**src/core/emib_consts.svh**
```systemverilog
// Purpose: Constants for the external memory and I/O bus controller
// Assumes: One system clock at 250 MHz; bus clock output derived from it
// Notes:   Offsets do not apply; the block has no software-visible registers
`ifndef EMIB_CONSTS_SVH
`define EMIB_CONSTS_SVH

// ****************************************************************
// Widths
// ****************************************************************
`define EMIB_ADDR_W        20
`define EMIB_DATA_W        16
`define EMIB_SW_W          3
`define EMIB_PH_W          2

// ****************************************************************
// Timing
// ****************************************************************
`define EMIB_SYS_CLK_NS    4
`define EMIB_HALF_NS       8
`define EMIB_HALF_CYC      (`EMIB_HALF_NS / `EMIB_SYS_CLK_NS)
`define EMIB_FALL_PH       2'h1
`define EMIB_RISE_PH       2'h3
`define EMIB_MIN_SW_READY  3'h2

// ****************************************************************
// Reset values and the forced upper address value
// ****************************************************************
`define EMIB_ADDR_RST      20'h0_0000
`define EMIB_DATA_RST      16'h0000
`define EMIB_SW_RST        3'h0
`define EMIB_PH_RST        2'h0
`define EMIB_UPPER_ZERO    4'h0

`endif

```
**src/core/emib_pkg.sv**
```systemverilog
// Purpose: Types shared by the external bus controller files
// Assumes: Constants come from emib_consts.svh
// Notes:   No numbers live here, only type shapes
package emib_pkg;

  typedef enum logic [1:0] {
    EMIB_SPACE_PROG,
    EMIB_SPACE_DATA,
    EMIB_SPACE_IO
  } emib_space_e;

  typedef enum logic [2:0] {
    EMIB_ST_IDLE,
    EMIB_ST_ADDR,
    EMIB_ST_STRB,
    EMIB_ST_RECOV
  } emib_state_e;

endpackage : emib_pkg

```
**src/core/emib_sync.sv**
```systemverilog
// Purpose: Two-flop synchroniser for pin inputs
// Assumes: Inputs are asynchronous to sys_clk
// Notes:   Stage one is read only by stage two
`timescale 1ns/100ps
`default_nettype none
module emib_sync #(
  parameter int W = 1
) (
  input  wire logic         sys_clk,
  input  wire logic         rst,
  input  wire logic [W-1:0] async_in,
  output logic      [W-1:0] sync_out
);

  logic [W-1:0] stage1_reg;
  logic [W-1:0] stage2_reg;

  always_ff @(posedge sys_clk) begin
    if (rst) begin
      stage1_reg <= '0;
      stage2_reg <= '0;
    end else begin
      stage1_reg <= async_in;
      stage2_reg <= stage1_reg;
    end
  end

  assign sync_out = stage2_reg;

endmodule : emib_sync
`default_nettype wire

```
**src/core/emib_phase_gen.sv**
```systemverilog
// Purpose: Divides sys_clk into the bus clock output and its edge ticks
// Assumes: Half period of the bus clock is EMIB_HALF_CYC sys_clk cycles
// Notes:   Ticks lead the matching bus clock edge by one sys_clk cycle
`timescale 1ns/100ps
`default_nettype none
`include "emib_consts.svh"
module emib_phase_gen (
  input  wire logic sys_clk,
  input  wire logic rst,
  output logic      clock_output,
  output logic      fall_tick,
  output logic      rise_tick
);

  logic [`EMIB_PH_W-1:0] ph_reg;
  logic [`EMIB_PH_W-1:0] ph_next;
  logic                  clk_reg;

  assign ph_next = ph_reg + 2'h1;

  always_ff @(posedge sys_clk) begin
    if (rst) begin
      ph_reg  <= `EMIB_PH_RST;
      clk_reg <= 1'b1;
    end else begin
      ph_reg  <= ph_next;
      clk_reg <= ~ph_next[1];
    end
  end

  // Registered outputs change at the edge that follows the tick
  assign fall_tick    = (ph_reg == `EMIB_FALL_PH);
  assign rise_tick    = (ph_reg == `EMIB_RISE_PH);
  assign clock_output = clk_reg;

endmodule : emib_phase_gen
`default_nettype wire

```
**src/core/emib_bus_ctrl.sv**
```systemverilog
// Purpose: External memory and I/O parallel bus cycle sequencer
// Assumes: One request at a time; request side runs on sys_clk
// Notes:   Bus clock output is sys_clk divided by four
// Contract
// - Memory reads run consecutive or nonconsecutive as the consecutive-read bit selects.
// - Upper address bits 19:16 are driven low for every data-space access.
// - Upper address bits 19:16 are driven low for every I/O-space access.
// - Ready can stretch a cycle only when at least two software wait states are set.
// - Ready is not looked at until the software wait states are used up.
// - Ready is sampled at a falling edge of the bus clock output.
// - The memory strobe changes only at falling edges of the bus clock output.
// - The I/O strobe changes only at rising edges of the bus clock output.
// - A memory write pulls the read/write line low half a period before the strobe.
// - Data is driven only while read/write is low and released by the time it rises.
// - Memory read data is captured at the falling edge that ends the cycle.
// - I/O read data is captured at the rising edge that ends the cycle.
// - Space selects switch together with the address.
// - State-complete goes low before a falling edge and high right after one.
`timescale 1ns/100ps
`default_nettype none
`include "emib_consts.svh"
module emib_bus_ctrl (
  input  wire logic                      sys_clk,
  input  wire logic                      rst,
  input  wire logic                      req_valid,
  output logic                           req_ready,
  input  wire logic                      req_write,
  input  wire emib_pkg::emib_space_e     req_space,
  input  wire logic [`EMIB_ADDR_W-1:0]   req_addr,
  input  wire logic [`EMIB_DATA_W-1:0]   req_wdata,
  input  wire logic [`EMIB_SW_W-1:0]     req_sw_wait,
  input  wire logic                      consecutive_read_select,
  output logic                           rsp_valid,
  output logic [`EMIB_DATA_W-1:0]        rsp_rdata,
  output logic                           clock_output,
  output logic [`EMIB_ADDR_W-1:0]        addr_out,
  output logic                           program_space_select_n,
  output logic                           data_space_select_n,
  output logic                           io_space_select_n,
  output logic                           memory_strobe_n,
  output logic                           io_strobe_n,
  output logic                           read_write,
  output logic [`EMIB_DATA_W-1:0]        data_out,
  output logic                           data_oe,
  input  wire logic [`EMIB_DATA_W-1:0]   data_in,
  input  wire logic                      ready_in,
  output logic                           state_complete_n
);
  import emib_pkg::*;

  // ****************************************************************
  // Clocking and pin synchronisers
  // ****************************************************************
  logic                    fall_tick;
  logic                    rise_tick;
  logic                    ready_s;
  logic [`EMIB_DATA_W-1:0] data_s;

  emib_phase_gen u_phase (
    .sys_clk      (sys_clk),
    .rst          (rst),
    .clock_output (clock_output),
    .fall_tick    (fall_tick),
    .rise_tick    (rise_tick)
  );

  emib_sync #(.W(1)) u_sync_ready (
    .sys_clk  (sys_clk),
    .rst      (rst),
    .async_in (ready_in),
    .sync_out (ready_s)
  );

  // Pin data is two sys_clk old when sampled, so it must settle H before the edge
  emib_sync #(.W(`EMIB_DATA_W)) u_sync_data (
    .sys_clk  (sys_clk),
    .rst      (rst),
    .async_in (data_in),
    .sync_out (data_s)
  );

  // ****************************************************************
  // State
  // ****************************************************************
  emib_state_e             st_reg;
  emib_space_e             space_reg;
  logic                    write_reg;
  logic [`EMIB_SW_W-1:0]   sw_reg;
  logic [`EMIB_SW_W-1:0]   wcnt_reg;
  logic                    rdy_reg;
  logic [`EMIB_ADDR_W-1:0] addr_reg;
  logic [`EMIB_DATA_W-1:0] wdata_reg;
  logic [`EMIB_DATA_W-1:0] rdata_reg;
  logic                    psel_reg;
  logic                    dsel_reg;
  logic                    isel_reg;
  logic                    memory_strobe_n_reg;
  logic                    io_strobe_n_reg;
  logic                    rw_reg;
  logic                    oe_reg;
  logic                    rsp_valid_reg;
  logic                    msc_reg;

  // ****************************************************************
  // Decode
  // ****************************************************************
  wire io_cyc        = (space_reg == EMIB_SPACE_IO);
  wire strobe_evt    = io_cyc ? rise_tick : fall_tick;
  wire sw_allows_rdy = (sw_reg >= `EMIB_MIN_SW_READY);
  wire ext_hold      = sw_allows_rdy && !ready_s;
  wire done_ok       = io_cyc ? rdy_reg : !ext_hold;
  wire waits_left    = (wcnt_reg != `EMIB_SW_RST);
  wire in_strb       = (st_reg == EMIB_ST_STRB);
  wire finish        = in_strb && strobe_evt && !waits_left && done_ok;
  wire next_mem_rd   = req_valid && !req_write && (req_space != EMIB_SPACE_IO);
  wire chain         = finish && !io_cyc && !write_reg
                       && consecutive_read_select && next_mem_rd;
  wire start         = (st_reg == EMIB_ST_IDLE) && fall_tick && req_valid;
  wire upper_zero    = (req_space != EMIB_SPACE_PROG);
  wire [`EMIB_ADDR_W-1:0] addr_next =
    {upper_zero ? `EMIB_UPPER_ZERO : req_addr[19:16], req_addr[15:0]};
  wire recov_evt     = io_cyc ? fall_tick : rise_tick;

  assign req_ready = start || chain;

  // ****************************************************************
  // Request latch: address and selects move on the same edge
  // ****************************************************************
  always_ff @(posedge sys_clk) begin
    if (rst) begin
      space_reg <= EMIB_SPACE_PROG;
      write_reg <= 1'b0;
      sw_reg    <= `EMIB_SW_RST;
      addr_reg  <= `EMIB_ADDR_RST;
      wdata_reg <= `EMIB_DATA_RST;
      psel_reg  <= 1'b1;
      dsel_reg  <= 1'b1;
      isel_reg  <= 1'b1;
    end else if (req_ready) begin
      space_reg <= req_space;
      write_reg <= req_write;
      sw_reg    <= req_sw_wait;
      addr_reg  <= addr_next;
      wdata_reg <= req_wdata;
      psel_reg  <= (req_space != EMIB_SPACE_PROG);
      dsel_reg  <= (req_space != EMIB_SPACE_DATA);
      isel_reg  <= (req_space != EMIB_SPACE_IO);
    end
  end

  // ****************************************************************
  // State-complete marker
  // ****************************************************************
  always_ff @(posedge sys_clk) begin
    if (rst) begin
      msc_reg <= 1'b1;
    end else if (fall_tick) begin
      msc_reg <= 1'b1;
    end else if (rise_tick && in_strb && !waits_left) begin
      msc_reg <= 1'b0;
    end
  end

  // ****************************************************************
  // Cycle sequencer
  // ****************************************************************
  always_ff @(posedge sys_clk) begin
    if (rst) begin
      st_reg        <= EMIB_ST_IDLE;
      wcnt_reg      <= `EMIB_SW_RST;
      rdy_reg       <= 1'b0;
      rdata_reg     <= `EMIB_DATA_RST;
      memory_strobe_n_reg     <= 1'b1;
      io_strobe_n_reg    <= 1'b1;
      rw_reg        <= 1'b1;
      oe_reg        <= 1'b0;
      rsp_valid_reg <= 1'b0;
    end else begin
      rsp_valid_reg <= 1'b0;
      case (st_reg)
        EMIB_ST_IDLE: begin
          if (start) begin
            st_reg <= EMIB_ST_ADDR;
            // I/O writes lower read/write with the address
            if (req_write && req_space == EMIB_SPACE_IO) begin
              rw_reg <= 1'b0;
            end
          end
        end
        EMIB_ST_ADDR: begin
          if (rise_tick && write_reg && !io_cyc) begin
            rw_reg <= 1'b0;
          end
          if (strobe_evt) begin
            memory_strobe_n_reg  <= io_cyc;
            io_strobe_n_reg <= !io_cyc;
            oe_reg     <= write_reg;
            wcnt_reg   <= sw_reg;
            rdy_reg    <= 1'b0;
            st_reg     <= EMIB_ST_STRB;
          end
        end
        EMIB_ST_STRB: begin
          // I/O cycles end on a rise, so ready is caught at the fall before
          if (fall_tick && io_cyc && !waits_left) begin
            rdy_reg <= !ext_hold;
          end
          if (strobe_evt && waits_left) begin
            wcnt_reg <= wcnt_reg - 3'h1;
          end else if (finish) begin
            rsp_valid_reg <= 1'b1;
            if (!write_reg) begin
              rdata_reg <= data_s;
            end
            if (chain) begin
              wcnt_reg <= req_sw_wait;
              rdy_reg  <= 1'b0;
            end else begin
              memory_strobe_n_reg  <= 1'b1;
              io_strobe_n_reg <= 1'b1;
              st_reg     <= write_reg ? EMIB_ST_RECOV : EMIB_ST_IDLE;
            end
          end
        end
        EMIB_ST_RECOV: begin
          if (recov_evt) begin
            rw_reg <= 1'b1;
            oe_reg <= 1'b0;
            st_reg <= EMIB_ST_IDLE;
          end
        end
        default: begin
          st_reg <= EMIB_ST_IDLE;
        end
      endcase
    end
  end

  // ****************************************************************
  // Outputs
  // ****************************************************************
  assign rsp_valid              = rsp_valid_reg;
  assign rsp_rdata              = rdata_reg;
  assign addr_out               = addr_reg;
  assign program_space_select_n = psel_reg;
  assign data_space_select_n    = dsel_reg;
  assign io_space_select_n      = isel_reg;
  assign memory_strobe_n        = memory_strobe_n_reg;
  assign io_strobe_n            = io_strobe_n_reg;
  assign read_write             = rw_reg;
  assign data_out               = wdata_reg;
  assign data_oe                = oe_reg;
  assign state_complete_n       = msc_reg;
endmodule : emib_bus_ctrl
`default_nettype wire

```
**config.mk**
```make
export PLATFORM = sky130hd
export DESIGN_NAME = emib_bus_ctrl
export DESIGN_NICKNAME = d
export VERILOG_FILES = /design/src/core/emib_pkg.sv /design/src/core/emib_sync.sv /design/src/core/emib_phase_gen.sv /design/src/core/emib_bus_ctrl.sv
export VERILOG_INCLUDE_DIRS = /design/src /design/src/core
export SDC_FILE = /design/constraint.sdc
export NUM_CORES = 1
export LEC_CHECK = 0
export ABC_AREA = 1
export BUFFER_PORTS_ARGS = -buffer_cell sky130_fd_sc_hd__buf_2
export CORE_UTILIZATION = 54
export CTS_CLUSTER_DIAMETER = 200
export DETAILED_ROUTE_END_ITERATION = 8
export GPL_ROUTABILITY_DRIVEN = 0
export PLACE_DENSITY_LB_ADDON = 0.1
export SYNTH_ARGS = -nofsm -noshare
export SYNTH_HDL_FRONTEND = slang
export SYNTH_SLANG_ARGS = --single-unit
```
**constraint.sdc**
```tcl
create_clock -name sys_clk -period 3.5 [get_ports sys_clk]
set_input_delay 0.7 -clock sys_clk [delete_from_list [all_inputs] [get_ports sys_clk]]
set_output_delay 0.7 -clock sys_clk [all_outputs]
set_load 0.05 [all_outputs]
```
# Word-level counts from Yosys, hierarchy flattened
# Index checks and enable logic that the tools add are counted.
dict set report word_totals {
  reg_bits 111
  input_bits 63
  output_inout_bits 63
  elab_cells 131
}
dict set report op_classes {
  add_sub_neg 2
  n_lt_le_gt_ge 1
  eq_ne 19
  n_mux 39
  bitwise_logic 4
  n_reduce_logical 42
}
# op n
set op_table {}
lappend op_table {{2-to-1 mux 3 bit} 10}
lappend op_table {{logical AND 1 bit} 20}
lappend op_table {{2-to-1 mux 1 bit} 20}
lappend op_table {{!= test 2 bit (second input constant)} 7}
lappend op_table {{one-hot mux 3 bit (4 select lines)} 1}
lappend op_table {{AND reduction 5 bit} 2}
lappend op_table {{one-hot mux 1 bit (2 select lines)} 4}
lappend op_table {{AND reduction 4 bit} 2}
lappend op_table {{== test 2 bit (second input constant)} 3}
lappend op_table {{== test 3 x 2 -> 1 bit (second input constant)} 2}
lappend op_table {{logical NOT 1 bit} 6}
lappend op_table {{!= test 2 x 1 -> 1 bit (second input constant)} 3}
lappend op_table {{one-hot mux 3 bit (2 select lines)} 1}
lappend op_table {{AND reduction 6 bit} 1}
lappend op_table {{nonzero test 2 bit} 3}
lappend op_table {{nonzero test 3 bit} 2}
lappend op_table {{2-to-1 mux 4 bit} 1}
lappend op_table {{inverter 1 bit} 4}
lappend op_table {{== test 3 x 1 -> 1 bit (second input constant)} 1}
lappend op_table {{>= comparator 3 x 2 -> 1 bit (second input constant)} 1}
lappend op_table {{logical NOT 3 bit} 1}
lappend op_table {{!= test 3 x 1 -> 1 bit (second input constant)} 1}
lappend op_table {{!= test 3 x 2 -> 1 bit (second input constant)} 1}
lappend op_table {{one-hot mux 1 bit (3 select lines)} 1}
lappend op_table {{9 further kinds} 9}

# Longest topological paths before layout
# Gate-level depths: netlist of run 1.
dict set report depth {
  ltp_word 13
  ltp_mapped 13
  mapped_depth_nobuf 12
}

# Modules after synthesis
# A second synthesis of run 1 with hierarchy kept.
dict set report unflattened {
  hier_cells 540
  area_unflattened_um2 4189.0
}
# mod instances cells_each area_each_um2 seq_area_each_um2
set modules_own_cells {}
lappend modules_own_cells {emib_bus_ctrl 1 424 3111.7 1461.4}
lappend modules_own_cells {{emib_sync at u_sync_data} 1 99 914.6 640.6}
lappend modules_own_cells {emib_phase_gen 1 11 107.6 60.1}
lappend modules_own_cells {{emib_sync at u_sync_ready} 1 6 55.1 40.0}

# Worst setup path after synthesis of run 1
# Ideal clock, no wire load.
dict set report synth_path {
  kind {reg-to-output}
  start {register st_reg[0]}
  end {output req_ready}
  t_arrival_ns 1.568
  required_time_ns 2.800
  slack_ns 1.232
  path_stages_with_launch 10
  path_buffers 1
  cell_sequence {dfxtp_1 inv_1 ha_1 inv_2 nor2_4 nand2_2 nor2_4 nand3_2 nand2_4 buf_2}
}
dict set report synth_between {
  elab_chain_cells 9
  word_cells_on_any_way 12
  cone_classes {eq/ne (1); reduce/logical (11)}
}
# item line
set synth_lines {}
lappend synth_lines {{from (decl)} emib_bus_ctrl.sv:85} ;# emib_state_e st_reg;
lappend synth_lines {{from (signal assigned)} emib_bus_ctrl.sv:221} ;# st_reg <= write_reg ? EMIB_ST_RECOV : EMIB_ST_IDLE;
lappend synth_lines {{== test 3 x 2 -> 1 bit} emib_bus_ctrl.sv:113} ;# wire in_strb = (st_reg == EMIB_ST_STRB);
lappend synth_lines {{logical AND 1 bit (3 in series)} emib_bus_ctrl.sv:114} ;# wire finish = in_strb && strobe_evt && !waits_left && done_ok;
lappend synth_lines {{logical AND 1 bit (2 in series)} emib_bus_ctrl.sv:116} ;# wire chain = finish && !io_cyc && !write_reg
lappend synth_lines {{logical AND 1 bit (2 in series)} emib_bus_ctrl.sv:117} ;# && consecutive_read_select && next_mem_rd;
lappend synth_lines {{logical OR 1 bit *} emib_bus_ctrl.sv:124} ;# assign req_ready = start || chain;
lappend synth_lines {{to (decl)} emib_bus_ctrl.sv:26} ;# output logic req_ready,
# Every way passes the cells marked *; elsewhere a longest branch is shown, timed or not.

# Worst setup path in the final report of run 1
# Same ends and word-level chain as after synthesis.

==> metrics.yaml, run 1 <==
outcome: "complete, no violations"
yosys.area.top_type_share: 0.533
ys_top_cells_by_area: "dfxtp_1, nor2_1, o21ai_0"
cts_setup_buffers: 0
yosys_warnings: 0
grt_pass1_wl_um: 14200
drive_above_1_share: 0.243
hold_violations: 0
setup_viol: 0
grt.total_usage: 0.233
maxSlewViolCount: 0
synth_most_common_cell: "nor2_1"
synthFlopType: "dfxtp_1"
worstPathRequired_ns: 2.80
path_clk_slew_ns: 0.12
grt_max_degree: 52
fin_skew_ns: 0.0143
setup_tns_ns: 0
die_x_um: 89.5
dp_hpwl_um: 6120
drtIter0Drc: 130
grt_pass1_vias: 3235
finalWirelength_um: 8880
tritoncts: "yes"
peakVddDrop_mv: 0.335
num_vias: 3646
rsz0062_at_grt: "no"
ff2ff_path_depth: 12
crit_chain: "inv_1 -> ha_1 -> inv_2 -> nor2_4 -> nand2_2 -> nor2_4 -> nand3_2 -> nand2_4 -> buf_2"
dp_cells: 742
root_buffer: "clkbuf_8"
syn_to_final_growth_pct: 21.3
synthCells: 537
synth_top_area_cell: "dfxtp_1"
critPathMostFrequentCell: "nor2_4"
tightestPinTransition_ns: 0.676
critPathTopFamily: "buffers and inverters"
whs_path_depth: 2
initial_core_util: 0.564
slowest_stage: "dfxtp_1"
path_depth: 9
slew_headroom: 0.549
syn_nets: 609
cts_hold_buf: 0
antenna_found_initial: 0
clock_latency_ns: 0.37
setup.worst_path.class: "reg2out"
ant_nets: 0
critPathBufInv: 3
r2r_slack_ns: 0.90
htree_levels: 3
rows: 31
largest_register_ffs: 20
cp-end-kind: "output port"
antenna_cells: 0
firstDrtPassIters: 4
max_stage_delay_ns: 0.35
cp-start-kind: "flop"
max_freq_mhz: 362
async_reset_ff_frac: 0
clock-sinks: 110
numPortBuffers: 125
timing.final.crit_share: 0.789
hp-class: "reg2reg"
fin_cells: 758
drv_cap: 0
path_max_fanout: 8
ys_top_cells_by_count: "nor2_1, dfxtp_1, inv_1, o21ai_0, nand2_1"
cts_buffer_depth: 2
ys_types: 27
syn_avg_cell_area_um2: 7.70
synth-seq-area-share: 0.533
via_per_inst: 4.81
final_nets: 726
p_per_area_nw_per_um2: 669
dieHeight_um: 89.5
synth_seq_cells: 110
globalRoute.totalOverflow: 0
dieArea_um2: 8010
cts_resized: 0
cts_buffers: 9
coreArea_um2: 7330
drcViolationCount: 0
worst-endpoint-arrival_ns: 2.06
synth_edf_count: 0
min_period_ns: 2.76
syn_area_um2: 4130
p_leak_nw: 2.55
num_io_pins: 126
wl_per_cell_um: 11.7
==> placed cells by master, fill, tap and decap left out, drive strengths merged, types with 5 or more instances in the layout <==
cell type and count:
clkbuf 9, nand2 57, a21oi 23, o21ai 65, nor2 136, dfxtp 110
ha 9, buf 130, nand3 14, nand4 5, inv 86
==> worst paths after layout <==
check                                                      endpoint                                   from
worst max-delay path                                      req_ready                 st_reg[0]$_SDFFE_PP0P_
worst min-delay path            u_sync_data.sync_out[11]$_SDFF_PP0_  u_sync_data.stage1_reg[11]$_SDFF_PP0_
worst max register to register            data_out[10]$_SDFFE_PP0P_                 st_reg[0]$_SDFFE_PP0P_
worst min register to register  u_sync_data.sync_out[11]$_SDFF_PP0_  u_sync_data.stage1_reg[11]$_SDFF_PP0_
==> power breakdown <==
part | internal (mW) | switching [mW]
sequential | 1.40 | 0.0707
clock | 0.291 | 0.493
combinational | 0.310 | 0.792
==> area by class of cell <==
type / instances / area, µm²
inverter: 82 / 308
multi-input combinational: 321 / 1510
sequential: 110 / 2200
clock buffer: 9 / 124
fill: 655 / 2320
tap: 99 / 124
timing repair buffer: 130 / 663
clock inverter: 7 / 85.1
==> stage by stage <==
step | setup WS, ns | hold slack (ns) | total power, mW | cell area, µm² | util
5_1_grt | 0.596 | 0.417 | 3.55 | 5010 | 0.684
6_report | 0.737 | 0.406 | 3.35 | 5010 | 0.684
3_5_place_dp | 0.882 | 0.394 | 2.59 | 4810 | 0.656
2_1_floorplan | 1.23 | 0.388 | 2.35 | 4130 | -
4_1_cts | 0.715 | 0.404 | 3.37 | 5010 | 0.684
3_3_place_gp | 0.959 | 0.390 | 2.57 | 4810 | 0.656
==> cells by family (layout without fill, tap and decap cells) <==
| logic type | Yosys count | count (layout) | share of synthesized area |
|---|---|---|---|
| buffers and inverters | 106 | 228 | 0.102 |
| DFF | 110 | 110 | 0.533 |
| AOI/OAI and AO/OA | 94 | 94 | 0.117 |
| adders and majority gates | 9 | 9 | 0.0272 |
| xor gates and xnor gates | 1 | 1 | 0.00212 |
| and+or+nand+nor | 217 | 217 | 0.218 |
==> routing by layer <==
layer,vias up,share of wire,GRT usage
met5,-,0,0
met4,0,0.012,0.0823
met3,8,0.080,0.0757
met2,108,0.46,0.391
met1,1645,0.44,0.281
li1,1885,-,-
==> worst register-to-register path: cells and delay by family (launching register included) <==
| family | cells | cell delay, ns |
|---|---|---|
| buffers and inverters | 4 | 1.06 |
| DFF | 1 | 0.35 |
| and+or+nand+nor | 7 | 0.82 |
| adders and majority gates | 1 | 0.28 |
Note: power is estimated with default switching activity, not from simulation.
==> run 2, diff against run 1 <==
- CORE_UTILIZATION: 54 -> 46
- clock period: 3.5 -> 2.5 ns (I/O delays scaled with it)
==> metrics.yaml, run 2 (same netlist as run 1, synthesis figures left out) <==
outcome: "complete, no violations"
r2r_slack_ns: 0.39
root_buffer: "clkbuf_8"
largest_register_ffs: 20
max_freq_mhz: 422
rsz0062_at_grt: "no"
dp_cells: 751
cp-start-kind: "flop"
fin_cells: 767
num_vias: 3610
drive_above_1_share: 0.246
dieHeight_um: 96.8
cts_buffer_depth: 2
fin_skew_ns: 0.0137
final_common_cell: "nor2_1"
fin_hold_ws_ns: 0.317
clock_latency_ns: 0.37
tightestPinTransition_ns: 0.693
antenna_cells: 0
setup_viol: 0
clkPwrFrac: 0.227
numPortBuffers: 125
crit_chain: "inv_2 -> ha_4 -> inv_2 -> nor2_4 -> nand2_2 -> nor2_4 -> nand3_2 -> nand2_4 -> buf_6"
p_int_mw: 2.80
path_clk_slew_ns: 0.12
drtIter0Drc: 106
hp-class: "in2reg"
dieArea_um2: 9370
dp_hpwl_um: 6140
critPathBufInv: 3
power.switching_mw: 1.87
critPathTopFamily: "simple AND/OR/NAND/NOR gates"
htree_levels: 3
rr_startpoint: "st_reg[0]$_SDFFE_PP0P_"
syn_to_final_growth_pct: 21.9
pwr-share-comb: 0.333
worst-endpoint-arrival_ns: 1.87
maxSlewViolCount: 0
wl_per_cell_um: 11.7
antenna_found_initial: 0
worstPathRequired_ns: 2.00
clock-sinks: 110
drv_cap: 0
cp-end-kind: "output port"
hold_violations: 0
grt.total_usage: 0.194
cts_hold_buf: 0
coreArea_um2: 8720
r2r-end: "addr_out[17]$_SDFFE_PP0P_"
slew_headroom: 0.538
peakVddDrop_mv: 0.434
final_nets: 726
finalWirelength_um: 8960
timing.final.crit_share: 0.947
drcViolationCount: 0
layout_common_cells: "nor2_1, buf_2, dfxtp_1"
cts_buffers: 9
globalRoute.totalOverflow: 0
power.share.switching: 0.401
ant_nets: 0
min_period_ns: 2.37
p_leak_nw: 2.55
grt_pass1_vias: 3408
initial_core_util: 0.474
setup.worst_path.class: "reg2out"
whs_path_depth: 3
die_x_um: 96.8
slowest_stage: "dfxtp_1"
tritoncts: "yes"
seqPwrFrac: 0.441
p_per_area_nw_per_um2: 926
max_stage_delay_ns: 0.36
path_max_fanout: 10
whs_endpoint: "u_sync_data.stage1_reg[7]$_SDFF_PP0_"
ff2ff_path_depth: 12
firstDrtPassIters: 4
via_per_inst: 4.71
cts_setup_buffers: 0
rows: 34
setup_tns_ns: 0
num_io_pins: 126
min-delay-start: "data_in[7]"
grt_max_degree: 44
total_power_mw: 4.66
grt_pass1_wl_um: 15000
## run 2: worst min-delay path, stage by stage
cell	delay, ns
buf_2	0.09
inv_1	0.04
nor2_1	0.03
## run 2: final cells by class
cell class / count / area, µm²
Timing Repair Buffer: 130 / 669
Tap cell: 108 / 135
Clock inverter: 7 / 77.6
Sequential cell: 110 / 2200
Multi-Input combinational cell: 321 / 1520
Inverter: 82 / 308
Clock buffer: 9 / 124
Fill cell: 825 / 3680
## run 2: worst max path at each step
stage	depth (start not counted)	end	from	slack (ns)
after CTS	9	req_ready	st_reg[0]$_SDFFE_PP0P_	0.01
after detailed placement	12	addr_out[17]$_SDFFE_PP0P_	st_reg[0]$_SDFFE_PP0P_	0.27
after global routing	9	req_ready	st_reg[0]$_SDFFE_PP0P_	0.03
after global placement	9	req_ready	st_reg[0]$_SDFFE_PP0P_	0.37
final	9	req_ready	st_reg[0]$_SDFFE_PP0P_	0.13
after floorplan	9	req_ready	st_reg[0]$_SDFFE_PP0P_	0.43
## run 2: power groups by stage
stage          Clock, mW  Sequential (mW)  Combinational (mW)
2_1_floorplan          0             2.52               0.766
3_3_place_gp           0             2.08                1.51
3_5_place_dp           0             2.09                1.53
4_1_cts             1.09             2.05                1.54
5_1_grt             1.16             2.08                1.72
6_report            1.06             2.06                1.55
## run 2: timing repair
item | 4_1_cts | 5_1_grt
gates resized for setup | 3 | 2
endpoints found under the setup margin | 1 | 1
cloned | 0 | 0
endpoints found under the hold margin | 0 | 0
## run 2: metal layers
metal / up-vias / wire length [µm] / global-route usage
met5: - / 0 / 0
li1: 1883 / - / -
met1: 1603 / 4100 / 0.237
met2: 110 / 4100 / 0.323
met3: 14 / 617 / 0.0506
met4: 0 / 136 / 0.0792
## run 2: stage by stage
step                setup slack, ns  utilization  area [µm²]
floorplan                     0.432            -        4130
global placement              0.370        0.552        4820
detailed placement            0.267        0.552        4820
CTS                         0.00974        0.576        5030
global route                 0.0269        0.578        5040
finish                        0.132        0.578        5040
